$ cat src/upcr_pkg.sv
`default_nettype none

package upcr_pkg;

	// Register map and data width of the management window.
	localparam int REG_W = 8;
	localparam int ADDR_W = 8;
	localparam logic [7:0] OFS_TEST_A = 8'hBF;
	localparam logic [7:0] OFS_CTRL1 = 8'hCF;
	localparam logic [7:0] OFS_CTRL2 = 8'hDF;
	localparam logic [7:0] OFS_TEST_B = 8'hEF;
	localparam logic [7:0] OFS_P4CTL = 8'hFF;

	// Fixed contents of the two test registers.
	localparam logic [7:0] TEST_A_VAL = 8'h80;
	localparam logic [7:0] TEST_B_VAL = 8'h32;

	// First control register of the third port: field positions and values.
	localparam int C1_HALF_BIT = 7;
	localparam int C1_FLOW_BIT = 6;
	localparam int C1_SPEED_BIT = 5;
	localparam logic C1_HALF_RST = 1'b0;
	localparam logic C1_FLOW_RST = 1'b0;
	localparam logic C1_SPEED_RST = 1'b0;
	localparam logic [4:0] C1_RSVD_VAL = 5'h15;

	// Second control register of the third port.
	localparam int C2_MODE_BIT = 6;
	localparam logic C2_MODE_RST = 1'b0;
	localparam logic C2_TOP_VAL = 1'b0;
	localparam logic [5:0] C2_RSVD_VAL = 6'h2C;

	// Testing and fourth port control register.
	localparam int P4_INV_BIT = 6;
	localparam logic P4_INV_RST = 1'b0;
	localparam logic P4_TOP_VAL = 1'b0;
	localparam logic [5:0] P4_RSVD_VAL = 6'h00;

	// Serial management frame layout.
	localparam int PRE_ONES = 32;
	localparam int HDR_BITS = 12;
	localparam int TA_BITS = 2;
	localparam int DATA_BITS = 16;
	localparam logic [1:0] OP_RD = 2'b10;
	localparam logic [1:0] OP_WR = 2'b01;

	typedef enum logic [2:0] {S_PRE, S_START, S_HDR, S_TA, S_DATA} upcr_state_t;

	// Read view of one register; reserved fields always show their fixed values.
	function automatic logic [7:0] upcr_read(
		input logic [7:0] addr,
		input logic half,
		input logic flow,
		input logic speed,
		input logic mac,
		input logic inv
	);
		logic [7:0] val;
		val = 8'h00;
		unique case (addr)
			OFS_TEST_A: val = TEST_A_VAL;
			OFS_CTRL1: val = {half, flow, speed, C1_RSVD_VAL};
			OFS_CTRL2: val = {C2_TOP_VAL, mac, C2_RSVD_VAL};
			OFS_TEST_B: val = TEST_B_VAL;
			OFS_P4CTL: val = {P4_TOP_VAL, inv, P4_RSVD_VAL};
			default: val = 8'h00;
		endcase
		return val;
	endfunction

endpackage

`default_nettype wire

$ cat src/upcr_sync.sv
`timescale 1ns/1ps
`default_nettype none

module upcr_sync #(
	parameter int WIDTH = 3,
	parameter int STAGES = 2
) (
	input wire logic clk,
	input wire logic rst_n,
	input wire logic [WIDTH-1:0] async_in,
	output logic [WIDTH-1:0] sync_out
);

	generate
		if (STAGES < 2)
		begin : g_bad
			$error("upcr_sync needs at least two stages");
		end
	endgenerate

	logic [WIDTH-1:0] stage [STAGES];

	// Plain shift chain; only the last stage is visible to other logic.
	always_ff @(posedge clk or negedge rst_n)
	begin
		if (!rst_n)
		begin
			for (int i = 0; i < STAGES; i++)
				stage[i] <= '0;
		end
		else
		begin
			stage[0] <= async_in;
			for (int i = 1; i < STAGES; i++)
				stage[i] <= stage[i-1];
		end
	end

	assign sync_out = stage[STAGES-1];

endmodule // upcr_sync

`default_nettype wire

$ cat src/upcr_regs.sv
// Contract
// - Test register 0xBF reads 0x80, read-only.
// - Control one bit 7 selects half duplex.
// - Control one bit 6 enables flow control.
// - Control one bit 5 selects 10 Mb/s.
// - Control two mode bit selects MAC personality.
// - Test register 0xEF reads 0x32, read-only.
// - Invert bit flips fourth port clock phase.
`timescale 1ns/1ps
`default_nettype none

module upcr_regs
	import upcr_pkg::*;
#(
	parameter int PREAMBLE_ONES = upcr_pkg::PRE_ONES
) (
	input wire logic core_clk,
	input wire logic resetn,
	input wire logic mdc,
	input wire logic mdio_in,
	output logic mdio_out,
	output logic mdio_oe,
	input wire logic fourth_port_tx_clock_in,
	output logic fourth_port_tx_clock_phased,
	output logic third_port_half_duplex,
	output logic third_port_flow_ctrl_en,
	output logic third_port_speed_10,
	output logic third_port_mac_mode,
	output logic fourth_port_tx_clk_invert
);

	import upcr_pkg::*;

	generate
		if (PREAMBLE_ONES < 1 || PREAMBLE_ONES > 63)
		begin : g_bad_pre
			$error("PREAMBLE_ONES must lie in 1..63");
		end
	endgenerate

	localparam logic [5:0] PRE_TGT = 6'(PREAMBLE_ONES);
	localparam logic [4:0] HDR_LAST = 5'(HDR_BITS - 1);
	localparam logic [4:0] TA_LAST = 5'(TA_BITS - 1);
	localparam logic [4:0] DATA_LAST = 5'(DATA_BITS - 1);

	// Reset is applied at once but released through two flops.
	logic rst_meta;
	logic rst_n;
	always_ff @(posedge core_clk or negedge resetn)
	begin
		if (!resetn)
		begin
			rst_meta <= 1'b0;
			rst_n <= 1'b0;
		end
		else
		begin
			rst_meta <= 1'b1;
			rst_n <= rst_meta;
		end
	end

	// Management clock, data and the fourth port clock come from outside.
	logic [2:0] pins_s;
	upcr_sync #(.WIDTH(3), .STAGES(2)) u_sync (
		.clk(core_clk),
		.rst_n(rst_n),
		.async_in({fourth_port_tx_clock_in, mdio_in, mdc}),
		.sync_out(pins_s)
	);

	wire logic mdc_s = pins_s[0];
	wire logic mdio_s = pins_s[1];
	wire logic txc_s = pins_s[2];

	// Frame state and configuration state.
	upcr_state_t state;
	upcr_state_t next_state;
	logic mdc_d;
	logic [4:0] bit_cnt;
	logic [4:0] next_bit_cnt;
	logic [5:0] ones_cnt;
	logic [5:0] next_ones_cnt;
	logic [15:0] shreg;
	logic [15:0] rd_word;
	logic [15:0] next_rd_word;
	logic is_read;
	logic next_is_read;
	logic [7:0] addr;
	logic [7:0] next_addr;
	logic next_mdio_out;
	logic next_mdio_oe;

	// Edges of the sampled management clock; the block samples and drives data on the rise.
	wire logic mdc_rise = mdc_s & ~mdc_d;
	wire logic [11:0] hdr_word = {shreg[10:0], mdio_s};
	wire logic [1:0] hdr_op = hdr_word[11:10];
	wire logic [7:0] hdr_addr = {hdr_word[7:5], hdr_word[4:0]};
	wire logic [7:0] wr_byte = {shreg[6:0], mdio_s};
	wire logic [7:0] hdr_rdata = upcr_read(hdr_addr, third_port_half_duplex,
		third_port_flow_ctrl_en, third_port_speed_10, third_port_mac_mode,
		fourth_port_tx_clk_invert);
	wire logic frame_end = mdc_rise && state == S_DATA && bit_cnt == DATA_LAST;
	wire logic wr_fire = frame_end && !is_read;

	// Write decode: only the documented control bits accept host data.
	wire logic wr_ctrl1 = wr_fire && addr == OFS_CTRL1;
	wire logic wr_ctrl2 = wr_fire && addr == OFS_CTRL2;
	wire logic wr_p4ctl = wr_fire && addr == OFS_P4CTL;

	// Frame sequencer: preamble, start, header, turnaround, data.
	always_comb
	begin
		next_state = state;
		next_bit_cnt = bit_cnt;
		next_ones_cnt = ones_cnt;
		next_rd_word = rd_word;
		next_is_read = is_read;
		next_addr = addr;
		next_mdio_out = mdio_out;
		next_mdio_oe = mdio_oe;
		if (mdc_rise)
		begin
			unique case (state)
				S_PRE:
				begin
					if (mdio_s)
					begin
						if (ones_cnt < PRE_TGT)
							next_ones_cnt = ones_cnt + 6'h01;
					end
					else if (ones_cnt >= PRE_TGT)
						next_state = S_START;
					else
						next_ones_cnt = 6'h00;
				end
				S_START:
				begin
					next_bit_cnt = 5'h00;
					next_ones_cnt = 6'h00;
					next_state = mdio_s ? S_HDR : S_PRE;
				end
				S_HDR:
				begin
					next_bit_cnt = bit_cnt + 5'h01;
					if (bit_cnt == HDR_LAST)
					begin
						next_bit_cnt = 5'h00;
						next_addr = hdr_addr;
						next_is_read = (hdr_op == OP_RD);
						next_rd_word = {8'h00, hdr_rdata};
						// An unknown opcode abandons the frame quietly.
						next_state = (hdr_op == OP_RD || hdr_op == OP_WR) ? S_TA : S_PRE;
					end
				end
				S_TA:
				begin
					next_bit_cnt = bit_cnt + 5'h01;
					if (is_read)
					begin
						next_mdio_oe = 1'b1;
						next_mdio_out = 1'b0;
					end
					if (bit_cnt == TA_LAST)
					begin
						next_bit_cnt = 5'h00;
						next_state = S_DATA;
						if (is_read)
						begin
							next_mdio_out = rd_word[15];
							next_rd_word = {rd_word[14:0], 1'b0};
						end
					end
				end
				S_DATA:
				begin
					next_bit_cnt = bit_cnt + 5'h01;
					if (is_read)
					begin
						next_mdio_out = rd_word[15];
						next_rd_word = {rd_word[14:0], 1'b0};
					end
					if (bit_cnt == DATA_LAST)
					begin
						next_bit_cnt = 5'h00;
						next_state = S_PRE;
						next_mdio_oe = 1'b0;
						next_mdio_out = 1'b0;
					end
				end
			endcase
		end
	end

	// Sequencer registers.
	always_ff @(posedge core_clk or negedge rst_n)
	begin
		if (!rst_n)
		begin
			state <= S_PRE;
			mdc_d <= 1'b0;
			bit_cnt <= 5'h00;
			ones_cnt <= 6'h00;
			rd_word <= 16'h0000;
			is_read <= 1'b0;
			addr <= 8'h00;
			mdio_out <= 1'b0;
			mdio_oe <= 1'b0;
		end
		else
		begin
			state <= next_state;
			mdc_d <= mdc_s;
			bit_cnt <= next_bit_cnt;
			ones_cnt <= next_ones_cnt;
			rd_word <= next_rd_word;
			is_read <= next_is_read;
			addr <= next_addr;
			mdio_out <= next_mdio_out;
			mdio_oe <= next_mdio_oe;
		end
	end

	// Incoming bits are shifted on every sampled rise; the last byte is the write data.
	always_ff @(posedge core_clk or negedge rst_n)
	begin
		if (!rst_n)
			shreg <= 16'h0000;
		else if (mdc_rise)
			shreg <= {shreg[14:0], mdio_s};
	end

	// Configuration bits; reserved fields have no storage, so writes cannot reach them.
	always_ff @(posedge core_clk or negedge rst_n)
	begin
		if (!rst_n)
		begin
			third_port_half_duplex <= C1_HALF_RST;
			third_port_flow_ctrl_en <= C1_FLOW_RST;
			third_port_speed_10 <= C1_SPEED_RST;
			third_port_mac_mode <= C2_MODE_RST;
			fourth_port_tx_clk_invert <= P4_INV_RST;
		end
		else
		begin
			if (wr_ctrl1)
			begin
				third_port_half_duplex <= wr_byte[C1_HALF_BIT];
				third_port_flow_ctrl_en <= wr_byte[C1_FLOW_BIT];
				third_port_speed_10 <= wr_byte[C1_SPEED_BIT];
			end
			if (wr_ctrl2)
				third_port_mac_mode <= wr_byte[C2_MODE_BIT];
			if (wr_p4ctl)
				fourth_port_tx_clk_invert <= wr_byte[P4_INV_BIT];
		end
	end

	// Phase-adjusted copy of the fourth port clock; it lags the pin by three
	// core cycles, which is acceptable only because the clock is far slower.
	always_ff @(posedge core_clk or negedge rst_n)
	begin
		if (!rst_n)
			fourth_port_tx_clock_phased <= 1'b0;
		else
			fourth_port_tx_clock_phased <= txc_s ^ fourth_port_tx_clk_invert;
	end

endmodule // upcr_regs

`default_nettype wire

$ cat config.mk
export PLATFORM = sky130hd
export DESIGN_NAME = upcr_regs
export DESIGN_NICKNAME = d
export VERILOG_FILES = /design/src/upcr_pkg.sv /design/src/upcr_sync.sv /design/src/upcr_regs.sv
export SDC_FILE = /design/constraint.sdc
export NUM_CORES = 1
export LEC_CHECK = 0
export BUFFER_PORTS_ARGS = -buffer_cell sky130_fd_sc_hd__buf_2
export CAP_MARGIN = 20
export CORE_ASPECT_RATIO = 0.9
export CORE_UTILIZATION = 30
export DETAILED_ROUTE_END_ITERATION = 16
export PLACE_DENSITY = 0.47
export REMOVE_ABC_BUFFERS = 1
export SLEW_MARGIN = 0
export SYNTH_ARGS = -nofsm -noshare
export SYNTH_HDL_FRONTEND = slang
export SYNTH_SLANG_ARGS = --single-unit
$ cat constraint.sdc
create_clock -name core_clk -period 2 [get_ports core_clk]
set_input_delay 0.2 -clock core_clk [delete_from_list [all_inputs] [get_ports core_clk]]
set_output_delay 0.2 -clock core_clk [all_outputs]
set_load 0.01 [all_outputs]
# Word level (Yosys, flattened, before mapping)
# Index checks and enable logic that the tools add are counted.
# W data, S select, Z words.
# totals
regBits	67
inputBits	5
wordCells	103
out_inout_bits	8
# op_classes
magnitude_cmp	2
addsub	2
bitwise	3
n_reduce_logical	20
mux	30
n_eq_ne	26
# op_table
op	n
$eq A8 B8 Y1 const B	8
$mux W16	3
$pmux W16 S3	1
$pmux W8 S5	1
$pmux W5 S4	1
$mux W6	3
$mux W3	5
$mux W5	3
$pmux W3 S5	1
$pmux W6 S2	1
$reduce_and A4 Y1	3
$eq A5 B4 Y1 const B	2
$ne A2 B2 Y1 const B	5
$mux W1	7
$add A6 B1 Y6 const B	1
$eq A3 B2 Y1 const B	2
$ge A6 B6 Y1 const B	1
$logic_and A1 B1 Y1	6
$lt A6 B6 Y1 const B	1
$ne A3 B2 Y1 const B	2
$reduce_and A3 Y1	2
$reduce_and A6 Y1	1
$add A5 B1 Y5 const B	1
$eq A5 B1 Y1 const B	1
other kinds (18)	21

# Longest topological paths before layout
# Gate-level depths: netlist of run 1.
# depth
ltp_word	6
depth_mapped	8
depth_no_buf	7

# Hierarchy
# A second synthesis of run 1 with hierarchy kept.
# hier_totals
cells_unflattened	296
area_unflattened_um2	3054.2
# modules_own_cells
mod	seq_area_each_um2	n_inst	cells_each	area_per_inst_um2
upcr_regs	1526.5	1	287	2881.5
upcr_sync	150.1	1	9	172.7

# Worst setup path before layout of run 1
# OpenSTA, ideal clock, no wires.
# synth_path
kind	flip-flop to flip-flop
from	register state[0]
to	register third_port_flow_ctrl_en
t_arrival_ps	1584
n_path_buf	1
t_required_ps	1872
path_slack_ps	289
stages_incl_launch_ff	7
synth_period_minus_slack_ps	1711
setup_ps	128
cell_sequence	dfrtp_1 -> buf_4 -> nor3b_4 -> nand2_1 -> nor4_2 -> nand2_1 -> mux2_1
# synth_between
elab_chain_len	5
# synth_rtl
element	line	source
start, declared	upcr_regs.sv:77	upcr_state_t state;
start signal, assigned	upcr_regs.sv:212	state <= next_state;
$eq A3 B3 Y1	upcr_regs.sv:103	wire logic frame_end = mdc_rise && state == S_DATA && bit_cnt == DATA_LAST;
$logic_and A1 B1 Y1 (2 in a row)	upcr_regs.sv:103	
$logic_and A1 B1 Y1	upcr_regs.sv:104	wire logic wr_fire = frame_end && !is_read;
$logic_and A1 B1 Y1	upcr_regs.sv:107	wire logic wr_ctrl1 = wr_fire && addr == OFS_CTRL1;
end signal, assigned	upcr_regs.sv:249	third_port_flow_ctrl_en <= wr_byte[C1_FLOW_BIT];
end, declared	upcr_regs.sv:26	output logic third_port_flow_ctrl_en,
# No other way between the ends.
# A chain may end at the register's enable or synchronous reset.

# Worst setup path after layout of run 1
# layout_path
from	register bit_cnt[0]
to	register third_port_flow_ctrl_en
# layout_between
elab_chain_len	4
# layout_rtl
element	line	source
start, declared	upcr_regs.sv:80	logic [4:0] bit_cnt;
start signal, assigned	upcr_regs.sv:214	bit_cnt <= next_bit_cnt;
$eq A5 B4 Y1	upcr_regs.sv:103	
$logic_and A1 B1 Y1	upcr_regs.sv:103	
$logic_and A1 B1 Y1	upcr_regs.sv:104	
$logic_and A1 B1 Y1	upcr_regs.sv:107	
# No other way between the ends.

==> results.ini, run 1 <==
[floorplanning]
start_util_pct=31.00
dieArea_sq_um=10430
placementRows=34
pin_count=13
die_h_um=96.98
coreArea_sq_um=9699
die_w_um=107.5

[final_layout]
area_growth_pct=17.44
utilization_pct=36.40
final_nets=340
fillCellCount=1004
finalInstanceArea_sq_um=3531
drive_gt1_share_pct=15.71
fin_cells=457
diodes=0

[logic_synthesis]
syn_area_per_cell_sq_um=10.06
synth_largest_area_cell=dfrtp_1
muxShareOfSynthArea_pct=4.827
yosys.area_share.simple_pct=19.02
synth-edff-count=0
yosysWarnings=0
synth_area_sq_um=3007
synth_xor_area_share_pct=0.2913
yosysUniqueCellTypes=46
ys.flop_type=dfrtp_1
async_reset_ff_share_pct=100.0
synthAdderAreaFrac_pct=2.497
synth_compound_area_share_pct=14.23
synth_top_area_share_pct=55.76
synth_top_family_by_area=simple AND/OR/NAND/NOR gates
ys_seq_elements=67
synth_seq_area_share_pct=55.76
synth_area_leaders=dfrtp_1, nand2_1, mux2_1
syn_inst=299

[power_and_ir_drop]
p_seq_share_pct=58.4
p_int_mw=1.907
pwr_density_cell_nw_per_um2=724.4
peakVddDrop_v=0.0003917
switching_share_pct=25.44
pwr-share-clk_pct=35.4
switchingPower_uw=650.9
power.total_mw=2.558
p_leak_nw=1.573
combinationalPowerShare_pct=6.2

[routing]
drtIter0Drc=83
vias_per_cell=4.801
vias=2194
routed_wl_um=6144
final_antenna_net_count=0
drc_errors=0
drtPass1Iterations=4
routedWlPerCell_um=13.44

[run]
cap_violations=0

[timing]
tns_ns=0
finalCritPeriodShare_pct=91.29
timing.hold.ws_ns=0.1480
finalHoldViolCount=0
period_needed_ns=1.826
fin_skew_ns=0.005726
slew_violations=0
final-setup-viol-count=0
layout_setup_ws_ns=0.1742
max_freq_ghz=0.5477
rsz0062_at_grt=false

[placed_design]
port_buffers=12
gp_congestion=0.7557
placed_area_sq_um=3317
dpl_worst_slack_ns=-0.005241
hpwl_um=4104
dp.cells=439

[global_route]
grt_max_degree=55
grt_overflow=0
grt_pass1_wl_um=10760
antenna_found_initial=0
grtUsageTotal_pct=13.53
grt_pass1_vias=2133

[worst_setup_path]
required_ns=2.23
cp_max_fo=5
cp-end-kind=flip-flop
arrival_ns=2.05
crit_type=reg -> reg
cp-start-kind=flip-flop
r2r_setup_slack_ns=0.17
rr_worst_depth=5

[clock_tree]
clk_pin_slew_worst_paths_ns=0.07
cts_tree=yes
clock_latency_ns=0.35
clk_path_buf_depth=2
htree_num_levels=3
root_buffer=clkbuf_8
numCtsBuffers=9
clock-sinks=67

[min_path]
min-delay-path-class=reg -> async

[outcome]
status=finished clean

==> critical path, cell delays in order, from the launching register on <==
cell	delay, ns
dfrtp_1	0.40
ha_2	0.23
nand4b_1	0.20
nor4_4	0.38
nand2_1	0.16
mux2_1	0.33
==> cells in the final DEF (no fill, tap or decap), drive strengths merged, types with 3 or more instances in the layout <==
cell         count
nand2           71
dfrtp           67
o21ai           42
buf             29
mux2            12
clkbuf          12
inv              8
nor2             7
nor3             7
ha               6
nand2b           5
a21oi            5
a31oi            5
nand3            4
a22oi            4
dlygate4sd3      4
nor4             4
o31ai            4
nand4            3
nand3b           3
and3             3
==> registers in the layout, indices dropped and copies added (netlist names), named ones only <==
| signal | count |
|---|---|
| addr | 8 |
| bit_cnt | 5 |
| fourth_port_tx_clk_invert | 1 |
| fourth_port_tx_clock_phased | 1 |
| is_read | 1 |
| mdc_d | 1 |
| mdio_oe | 1 |
| ones_cnt | 6 |
| rd_word | 16 |
| rst_meta | 1 |
| rst_n | 1 |
| shreg | 11 |
| state | 3 |
| third_port_flow_ctrl_en | 1 |
| third_port_half_duplex | 1 |
| third_port_mac_mode | 1 |
| third_port_speed_10 | 1 |
| u_sync.stage | 3 |
| u_sync.sync_out | 3 |
==> cells in the mapped netlist (2+ instances only) <==
cell type,count
dfrtp_1,67
nand3b_1,3
nand4b_1,2
o21ai_1,22
a22oi_1,4
a21oi_1,5
or2_1,2
nor2b_1,2
nand3_1,4
ha_1,6
inv_1,8
nor4_1,3
o21ai_0,19
buf_4,2
and3_1,3
clkbuf_1,6
nand2b_1,5
nand2_1,71
nor2_1,7
mux2_1,11
a31oi_1,5
nand4_1,3
o31ai_1,4
buf_2,6
or3b_1,2
nor3_1,7
==> kinds of logic after synthesis <==
logic type	after synthesis
AND/OR/NAND/NOR	119
AO/OA/AOI/OAI	70
flip-flops	67
buffers and inverters	22
multiplexers	13
adder cells (fa/ha/maj)	6
other	1
XOR/XNOR	1
==> routing by layer <==
layer / GRT usage (%) / part of all wire, %
met3: 5.054 / 3.1
met1: 20.02 / 55
met4: 5.058 / 1.4
met2: 17.60 / 41
met5: 0 / 0
==> area by class of cell <==
cell class / instances / area, sq um / share of cell area [%]
repair buffers: 33 / 252.7 / 7.158
well taps: 126 / 157.7 / 4.465
inverters: 8 / 30.03 / 0.8505
flip-flops and latches: 67 / 1678 / 47.52
clock inverters: 1 / 5.005 / 0.1417
multi-input cells: 210 / 1272 / 36.04
clock buffers: 12 / 135.1 / 3.827
==> repair_timing <==
action,CTS,global route
cloned,0,0
endpoints found under the setup margin,6,20
hold endpoints to repair,5,0
resized for setup,1,5
hold buffers,4,0
pin swaps,0,1
buffers inserted,0,1
==> power groups by stage <==
stage	sequential [mW]	combinational, mW	clock (mW)
3_3_place_gp	1.52	0.153	0
5_1_grt	1.51	0.185	1.02
6_report	1.49	0.159	0.905
2_1_floorplan	1.51	0.0885	0
3_5_place_dp	1.52	0.156	0
4_1_cts	1.50	0.163	0.953
==> final timing paths <==
| path | from | to |
|---|---|---|
| worst max-delay path | bit_cnt[0] | third_port_flow_ctrl_en |
| worst min-delay path | rst_n | u_sync.sync_out[0] |
| worst max register to register | bit_cnt[0] | third_port_flow_ctrl_en |
| worst min register to register | rst_n | u_sync.sync_out[0] |
| max in group asynchronous | rst_n | addr[1] |
| min in group core_clk | u_sync.stage[3] | u_sync.sync_out[0] |
Power figures use the tool's default switching activity.
==> run 2, diff against run 1 <==
==> constraint.sdc (replaced) <==
create_clock -name core_clk -period 2 [get_ports core_clk]
set_input_delay 0.4 -clock core_clk [delete_from_list [all_inputs] [get_ports core_clk]]
set_output_delay 0.4 -clock core_clk [all_outputs]
set_load 0.01 [all_outputs]
==> results.ini, run 2 (same netlist as run 1, synthesis figures left out) <==
[power_and_ir_drop]
p_leak_nw=1.561  ; was 1.573 nW
pwr_density_cell_nw_per_um2=729.2  ; was 724.4 nW/um^2
peakVddDrop_v=0.0003921  ; was 0.0003917 V
power.total_mw=2.553  ; was 2.558 mW

[clock_tree]
htree_num_levels=3  ; unchanged
clock-sinks=67  ; unchanged
numCtsBuffers=9  ; unchanged
cts_tree=yes  ; unchanged
root_buffer=clkbuf_8  ; unchanged
clk_path_buf_depth=2  ; unchanged
clock_latency_ns=0.35  ; about the same
clk_pin_slew_worst_paths_ns=0.07  ; about the same

[timing]
period_needed_ns=1.836  ; was 1.826 ns
rsz0062_at_grt=false  ; unchanged
final-setup-viol-count=0  ; unchanged
fin_skew_ns=0.005470  ; was 0.005726 ns
finalCritPeriodShare_pct=91.78  ; was 91.29%
tns_ns=0  ; unchanged
finalHoldViolCount=0  ; unchanged
max_freq_ghz=0.5448  ; was 0.5477 GHz
slew_violations=0  ; unchanged

[placed_design]
gp_congestion=0.7557  ; unchanged
dp.cells=439  ; unchanged
placed_area_sq_um=3317  ; unchanged
port_buffers=12  ; unchanged
hpwl_um=4104  ; unchanged

[routing]
drtPass1Iterations=4  ; unchanged
vias=2178  ; was 2194
vias_per_cell=4.797  ; was 4.801
drc_errors=0  ; unchanged
drtIter0Drc=91  ; was 83
routedWlPerCell_um=13.51  ; was 13.44 um
routed_wl_um=6133  ; was 6144 um
final_antenna_net_count=0  ; unchanged

[global_route]
grtUsageTotal_pct=13.50  ; was 13.53%
antenna_found_initial=0  ; unchanged
grt_pass1_wl_um=10730  ; was 10760 um
grt_max_degree=55  ; unchanged
grt_pass1_vias=2124  ; was 2133
grt_overflow=0  ; unchanged

[floorplanning]
pin_count=13  ; unchanged
die_h_um=96.98  ; unchanged
start_util_pct=31.00  ; unchanged
placementRows=34  ; unchanged
dieArea_sq_um=10430  ; unchanged
coreArea_sq_um=9699  ; unchanged
die_w_um=107.5  ; unchanged

[final_layout]
reg.largest.list=rd_word (16), shreg (11), addr (8)  ; unchanged
largest_reg_flops=16  ; unchanged
diodes=0  ; unchanged
area_growth_pct=16.44  ; was 17.44%
final_nets=337  ; was 340
fin_cells=454  ; was 457
layout_common_cells=nand2_1, dfrtp_1, o21ai_1  ; unchanged
regMostFlops=rd_word  ; unchanged
layout_commonest_cell=nand2_1  ; unchanged
finalInstanceArea_sq_um=3501  ; was 3531 sq um
utilization_pct=36.09  ; was 36.40%
drive_gt1_share_pct=15.85  ; was 15.71%

[worst_setup_path]
rr_worst_depth=7  ; was 5
required_ns=2.24  ; was 2.23 ns
rr_startpoint=bit_cnt[0]  ; unchanged
arrival_ns=2.07  ; was 2.05 ns
crit_path_end=state[0]  ; was third_port_flow_ctrl_en
crit_type=reg -> reg  ; unchanged
crit_start=bit_cnt[0]  ; unchanged
cpMaxStageDelayCell=dfrtp_1  ; unchanged
cpPeakStageDelay_ns=0.40  ; about the same
regToRegEndpoint=state[0]  ; was third_port_flow_ctrl_en
cp_max_fo=5  ; unchanged
cp-end-kind=flip-flop  ; unchanged
r2r_setup_slack_ns=0.16  ; was 0.17 ns
crit_chain=ha_2 -> nand4b_1 -> buf_4 -> a21boi_2 -> or2_1 -> a31oi_1 -> o22a_1  ; was ha_2 -> nand4b_1 -> nor4_4 -> nand2_1 -> mux2_1
cp-start-kind=flip-flop  ; unchanged

[outcome]
status=finished clean  ; unchanged

[min_path]
min-delay-path-class=reg -> async  ; unchanged

[run]
cap_violations=0  ; unchanged

## run 2: cell count changes in the layout (fill, tap and decap cells not counted)
cell           delta
dlygate4sd3_1     -3
## run 2: metrics by stage
step / hold slack (ns) / worst slack (ns)
3_5_place_dp: 0.1589 / -0.005241
4_1_cts: 0.1337 / 0.02200
2_1_floorplan: 0.1044 / -1.006
6_report: 0.1488 / 0.1644
5_1_grt: 0.1224 / 0.003665
3_3_place_gp: 0.1586 / 0.003160
## run 2: repair_timing
| item | CTS | global route |
|---|---|---|
| gates resized for setup | 1 | 5 |
| setup endpoints to repair | 6 | 20 |
| pin swaps | 0 | 1 |
| setup buffers | 0 | 1 |
| hold buffers | 1 | 0 |
| endpoints found under the hold margin | 2 | 0 |
## run 2: how the worst min path moves through the flow
stage | startpoint | endpoint | slack, ns | cells past startpoint
floorplan | resetn | rst_meta | 0.10 | 0
global placement | rst_n | u_sync.sync_out[0] | 0.16 | 0
detailed placement | rst_n | u_sync.stage[3] | 0.16 | 0
CTS | fourth_port_tx_clock_in | u_sync.stage[5] | 0.13 | 1
global route | fourth_port_tx_clock_in | u_sync.stage[5] | 0.12 | 1
finish | rst_n | u_sync.sync_out[0] | 0.15 | 0
## run 2: report_power, final
part / total, mW / switching, mW / internal [mW]
Combinational: 0.154 / 0.0960 / 0.0581
Sequential: 1.50 / 0.0787 / 1.42
Clock: 0.903 / 0.475 / 0.428
Total: 2.55 / 0.649 / 1.90
## run 2: critical path, delay by kind of cell, from the launching register on
| family | cells | cell delay (ns) |
|---|---|---|
| adders and majority gates | 1 | 0.23 |
| and+or+nand+nor | 2 | 0.42 |
| AOI/OAI and AO/OA | 3 | 0.46 |
| buffers and inverters | 1 | 0.21 |
| DFF | 1 | 0.40 |
## run 2: area by class of cell
cell class	count	area (sq um)
Inverter	8	30.03
Timing Repair Buffer	30	222.7
Clock buffer	12	135.1
Clock inverter	1	5.005
Sequential cell	67	1678
Tap cell	126	157.7
Multi-Input combinational cell	210	1272
Fill cell	1007	6198
## run 2: metal layers
metal / GRT usage (%) / part of all wire [%] / vias to the layer above
li1: - / - / 1094
met1: 19.97 / 54 / 1046
met2: 17.55 / 41 / 30
met3: 5.054 / 3.7 / 8
met4: 5.058 / 1.4 / 0
met5: 0 / 0 / -
==> run 3, diff against run 2 <==
--- a/config.mk
+++ b/config.mk
@@ -10,8 +10,9 @@
 export CORE_ASPECT_RATIO = 0.9
 export CORE_UTILIZATION = 30
 export DETAILED_ROUTE_END_ITERATION = 16
-export PLACE_DENSITY = 0.47
+export PLACE_DENSITY = 0.46
 export REMOVE_ABC_BUFFERS = 1
+export SETUP_SLACK_MARGIN = 0.2
 export SLEW_MARGIN = 0
 export SYNTH_ARGS = -nofsm -noshare
 export SYNTH_HDL_FRONTEND = slang
==> constraint.sdc (replaced) <==
create_clock -name core_clk -period 2.1 [get_ports core_clk]
set_input_delay 0.42 -clock core_clk [delete_from_list [all_inputs] [get_ports core_clk]]
set_output_delay 0.42 -clock core_clk [all_outputs]
set_load 0.01 [all_outputs]
==> results.ini, run 3 (same netlist as run 1, synthesis figures left out) <==
[final_layout]
drive_gt1_share_pct=19.28  ; was 15.85%
largest_reg_flops=16  ; unchanged
fin_cells=458  ; was 454
diodes=0  ; unchanged
layout_commonest_cell=nand2_1  ; unchanged
regMostFlops=rd_word  ; unchanged
finalInstanceArea_sq_um=3617  ; was 3501 sq um
area_growth_pct=20.31  ; was 16.44%
reg.largest.list=rd_word (16), shreg (11), addr (8)  ; unchanged
final_nets=338  ; was 337
layout_common_cells=nand2_1, dfrtp_1, o21ai_1  ; unchanged

[global_route]
grtUsageTotal_pct=13.41  ; was 13.50%
use_met1_pct=19.08  ; was 19.97%
busiest_layer=met1  ; unchanged
antenna_found_initial=0  ; unchanged
grt_pass1_wl_um=10780  ; was 10730 um
grt_overflow=0  ; unchanged
grt_max_degree=51  ; was 55
grt_use_met2_pct=18.64  ; was 17.55%
use_met3_pct=4.717  ; was 5.054%
grt_pass1_vias=2163  ; was 2124

[clock_tree]
clock_latency_ns=0.34  ; was 0.35 ns
clock-sinks=67  ; unchanged
htree_num_levels=3  ; unchanged
root_buffer=clkbuf_8  ; unchanged
clk_pin_slew_worst_paths_ns=0.07  ; about the same
numCtsBuffers=9  ; unchanged
cts_tree=yes  ; unchanged
clk_path_buf_depth=2  ; unchanged

[routing]
vias=2167  ; was 2178
final_antenna_net_count=0  ; unchanged
routedWlPerCell_um=13.27  ; was 13.51 um
vias_per_cell=4.731  ; was 4.797
drtIter0Drc=110  ; was 91
drtPass1Iterations=4  ; unchanged
routed_wl_um=6076  ; was 6133 um
drc_errors=0  ; unchanged

[timing]
timing.hold.ws_ns=0.1801  ; was 0.1488 ns
fin_skew_ns=0.005652  ; was 0.005470 ns
finalCritPeriodShare_pct=86.91  ; was 91.78%
rsz0062_at_grt=true  ; was false
finalHoldViolCount=0  ; unchanged
tns_ns=0  ; unchanged
final-setup-viol-count=0  ; unchanged
period_needed_ns=1.825  ; was 1.836 ns
max_freq_ghz=0.5479  ; was 0.5448 GHz
slew_violations=0  ; unchanged

[power_and_ir_drop]
power.total_mw=2.730  ; was 2.553 mW
switchingPower_uw=659.5  ; was 649.5 uW
pwr-share-clk_pct=42.5  ; was 35.4%
p_seq_share_pct=52.2  ; was 58.6%
p_int_mw=2.071  ; was 1.903 mW
peakVddDrop_v=0.0004923  ; was 0.0003921 V
combinationalPowerShare_pct=5.3  ; was 6.0%
p_leak_nw=1.607  ; was 1.561 nW
switching_share_pct=24.15  ; was 25.44%
pwr_density_cell_nw_per_um2=754.8  ; was 729.2 nW/um^2

[worst_setup_path]
cp-start-kind=flip-flop  ; unchanged
crit_type=reg -> reg  ; unchanged
cp-end-kind=flip-flop  ; unchanged
arrival_ns=2.06  ; was 2.07 ns
required_ns=2.33  ; was 2.24 ns
cp_max_fo=5  ; unchanged
crit_start=bit_cnt[1]  ; was bit_cnt[0]
rr_startpoint=bit_cnt[1]  ; was bit_cnt[0]

[min_path]
min-delay-path-class=reg -> async  ; unchanged

[floorplanning]
coreArea_sq_um=9699  ; unchanged
die_w_um=107.5  ; unchanged
die_h_um=96.98  ; unchanged
pin_count=13  ; unchanged
dieArea_sq_um=10430  ; unchanged
placementRows=34  ; unchanged
start_util_pct=31.00  ; unchanged

[placed_design]
port_buffers=12  ; unchanged
dp.cells=438  ; was 439
placed_area_sq_um=3322  ; was 3317 sq um
gp_congestion=0.7559  ; was 0.7557
hpwl_um=4094  ; was 4104 um

[outcome]
status=finished clean  ; unchanged

[run]
cap_violations=0  ; unchanged

[run 3: critical path, cell delays in order, from the launching register on]
cell and delay (ns):
dfrtp_1 0.43, ha_4 0.18, nand4b_1 0.22, nor4_4 0.43, nand3b_1 0.14, mux2_1 0.32
[run 3: stage by stage]
stage | utilization [%] | setup WS (ns)
2_1_floorplan | - | -0.9064
3_3_place_gp | 34.25 | 0.09249
3_5_place_dp | 34.25 | 0.08613
4_1_cts | 36.79 | 0.2202
5_1_grt | 37.29 | 0.1626
6_report | 37.29 | 0.2749
[run 3: routing by layer]
layer | vias up | part of all wire [%]
li1 | 1098 | -
met1 | 1034 | 54
met2 | 25 | 42
met3 | 10 | 3.6
met4 | 0 | 1.4
met5 | - | 0
[run 3: cell type report]
type | instances | area, sq um
Clock buffer | 11 | 131.4
Multi-Input combinational cell | 210 | 1299
Timing Repair Buffer | 31 | 242.7
Fill cell | 982 | 6082
Tap cell | 126 | 157.7
Inverter | 8 | 30.03
Sequential cell | 67 | 1679
Clock inverter | 5 | 77.57
[run 3: timing repair]
item	in CTS	in global routing
resized for setup	4	10
pin swaps	2	5
gates cloned	0	0
setup buffers	1	2
endpoints found under the setup margin	13	16
hold buffers	1	0
hold endpoints to repair	2	0
[run 3: worst paths after layout]
check | depth (start not counted) | endpoint | slack [ns]
hold / removal | 0 | shreg[7] | 0.18
setup / recovery | 5 | third_port_mac_mode | 0.27
min in group core_clk | 1 | u_sync.stage[4] | 0.18
max in group asynchronous | 1 | bit_cnt[0] | 1.32
setup reg to reg | 5 | third_port_mac_mode | 0.27
hold reg to reg | 0 | shreg[7] | 0.18
[run 3: power groups by stage]
stage               combinational [mW]  clock, mW  sequential (mW)
finish                           0.146       1.16             1.42
global route                     0.170       1.27             1.44
CTS                              0.150       1.21             1.43
detailed placement               0.148          0             1.45
global placement                 0.146          0             1.45
floorplan                       0.0843          0             1.44
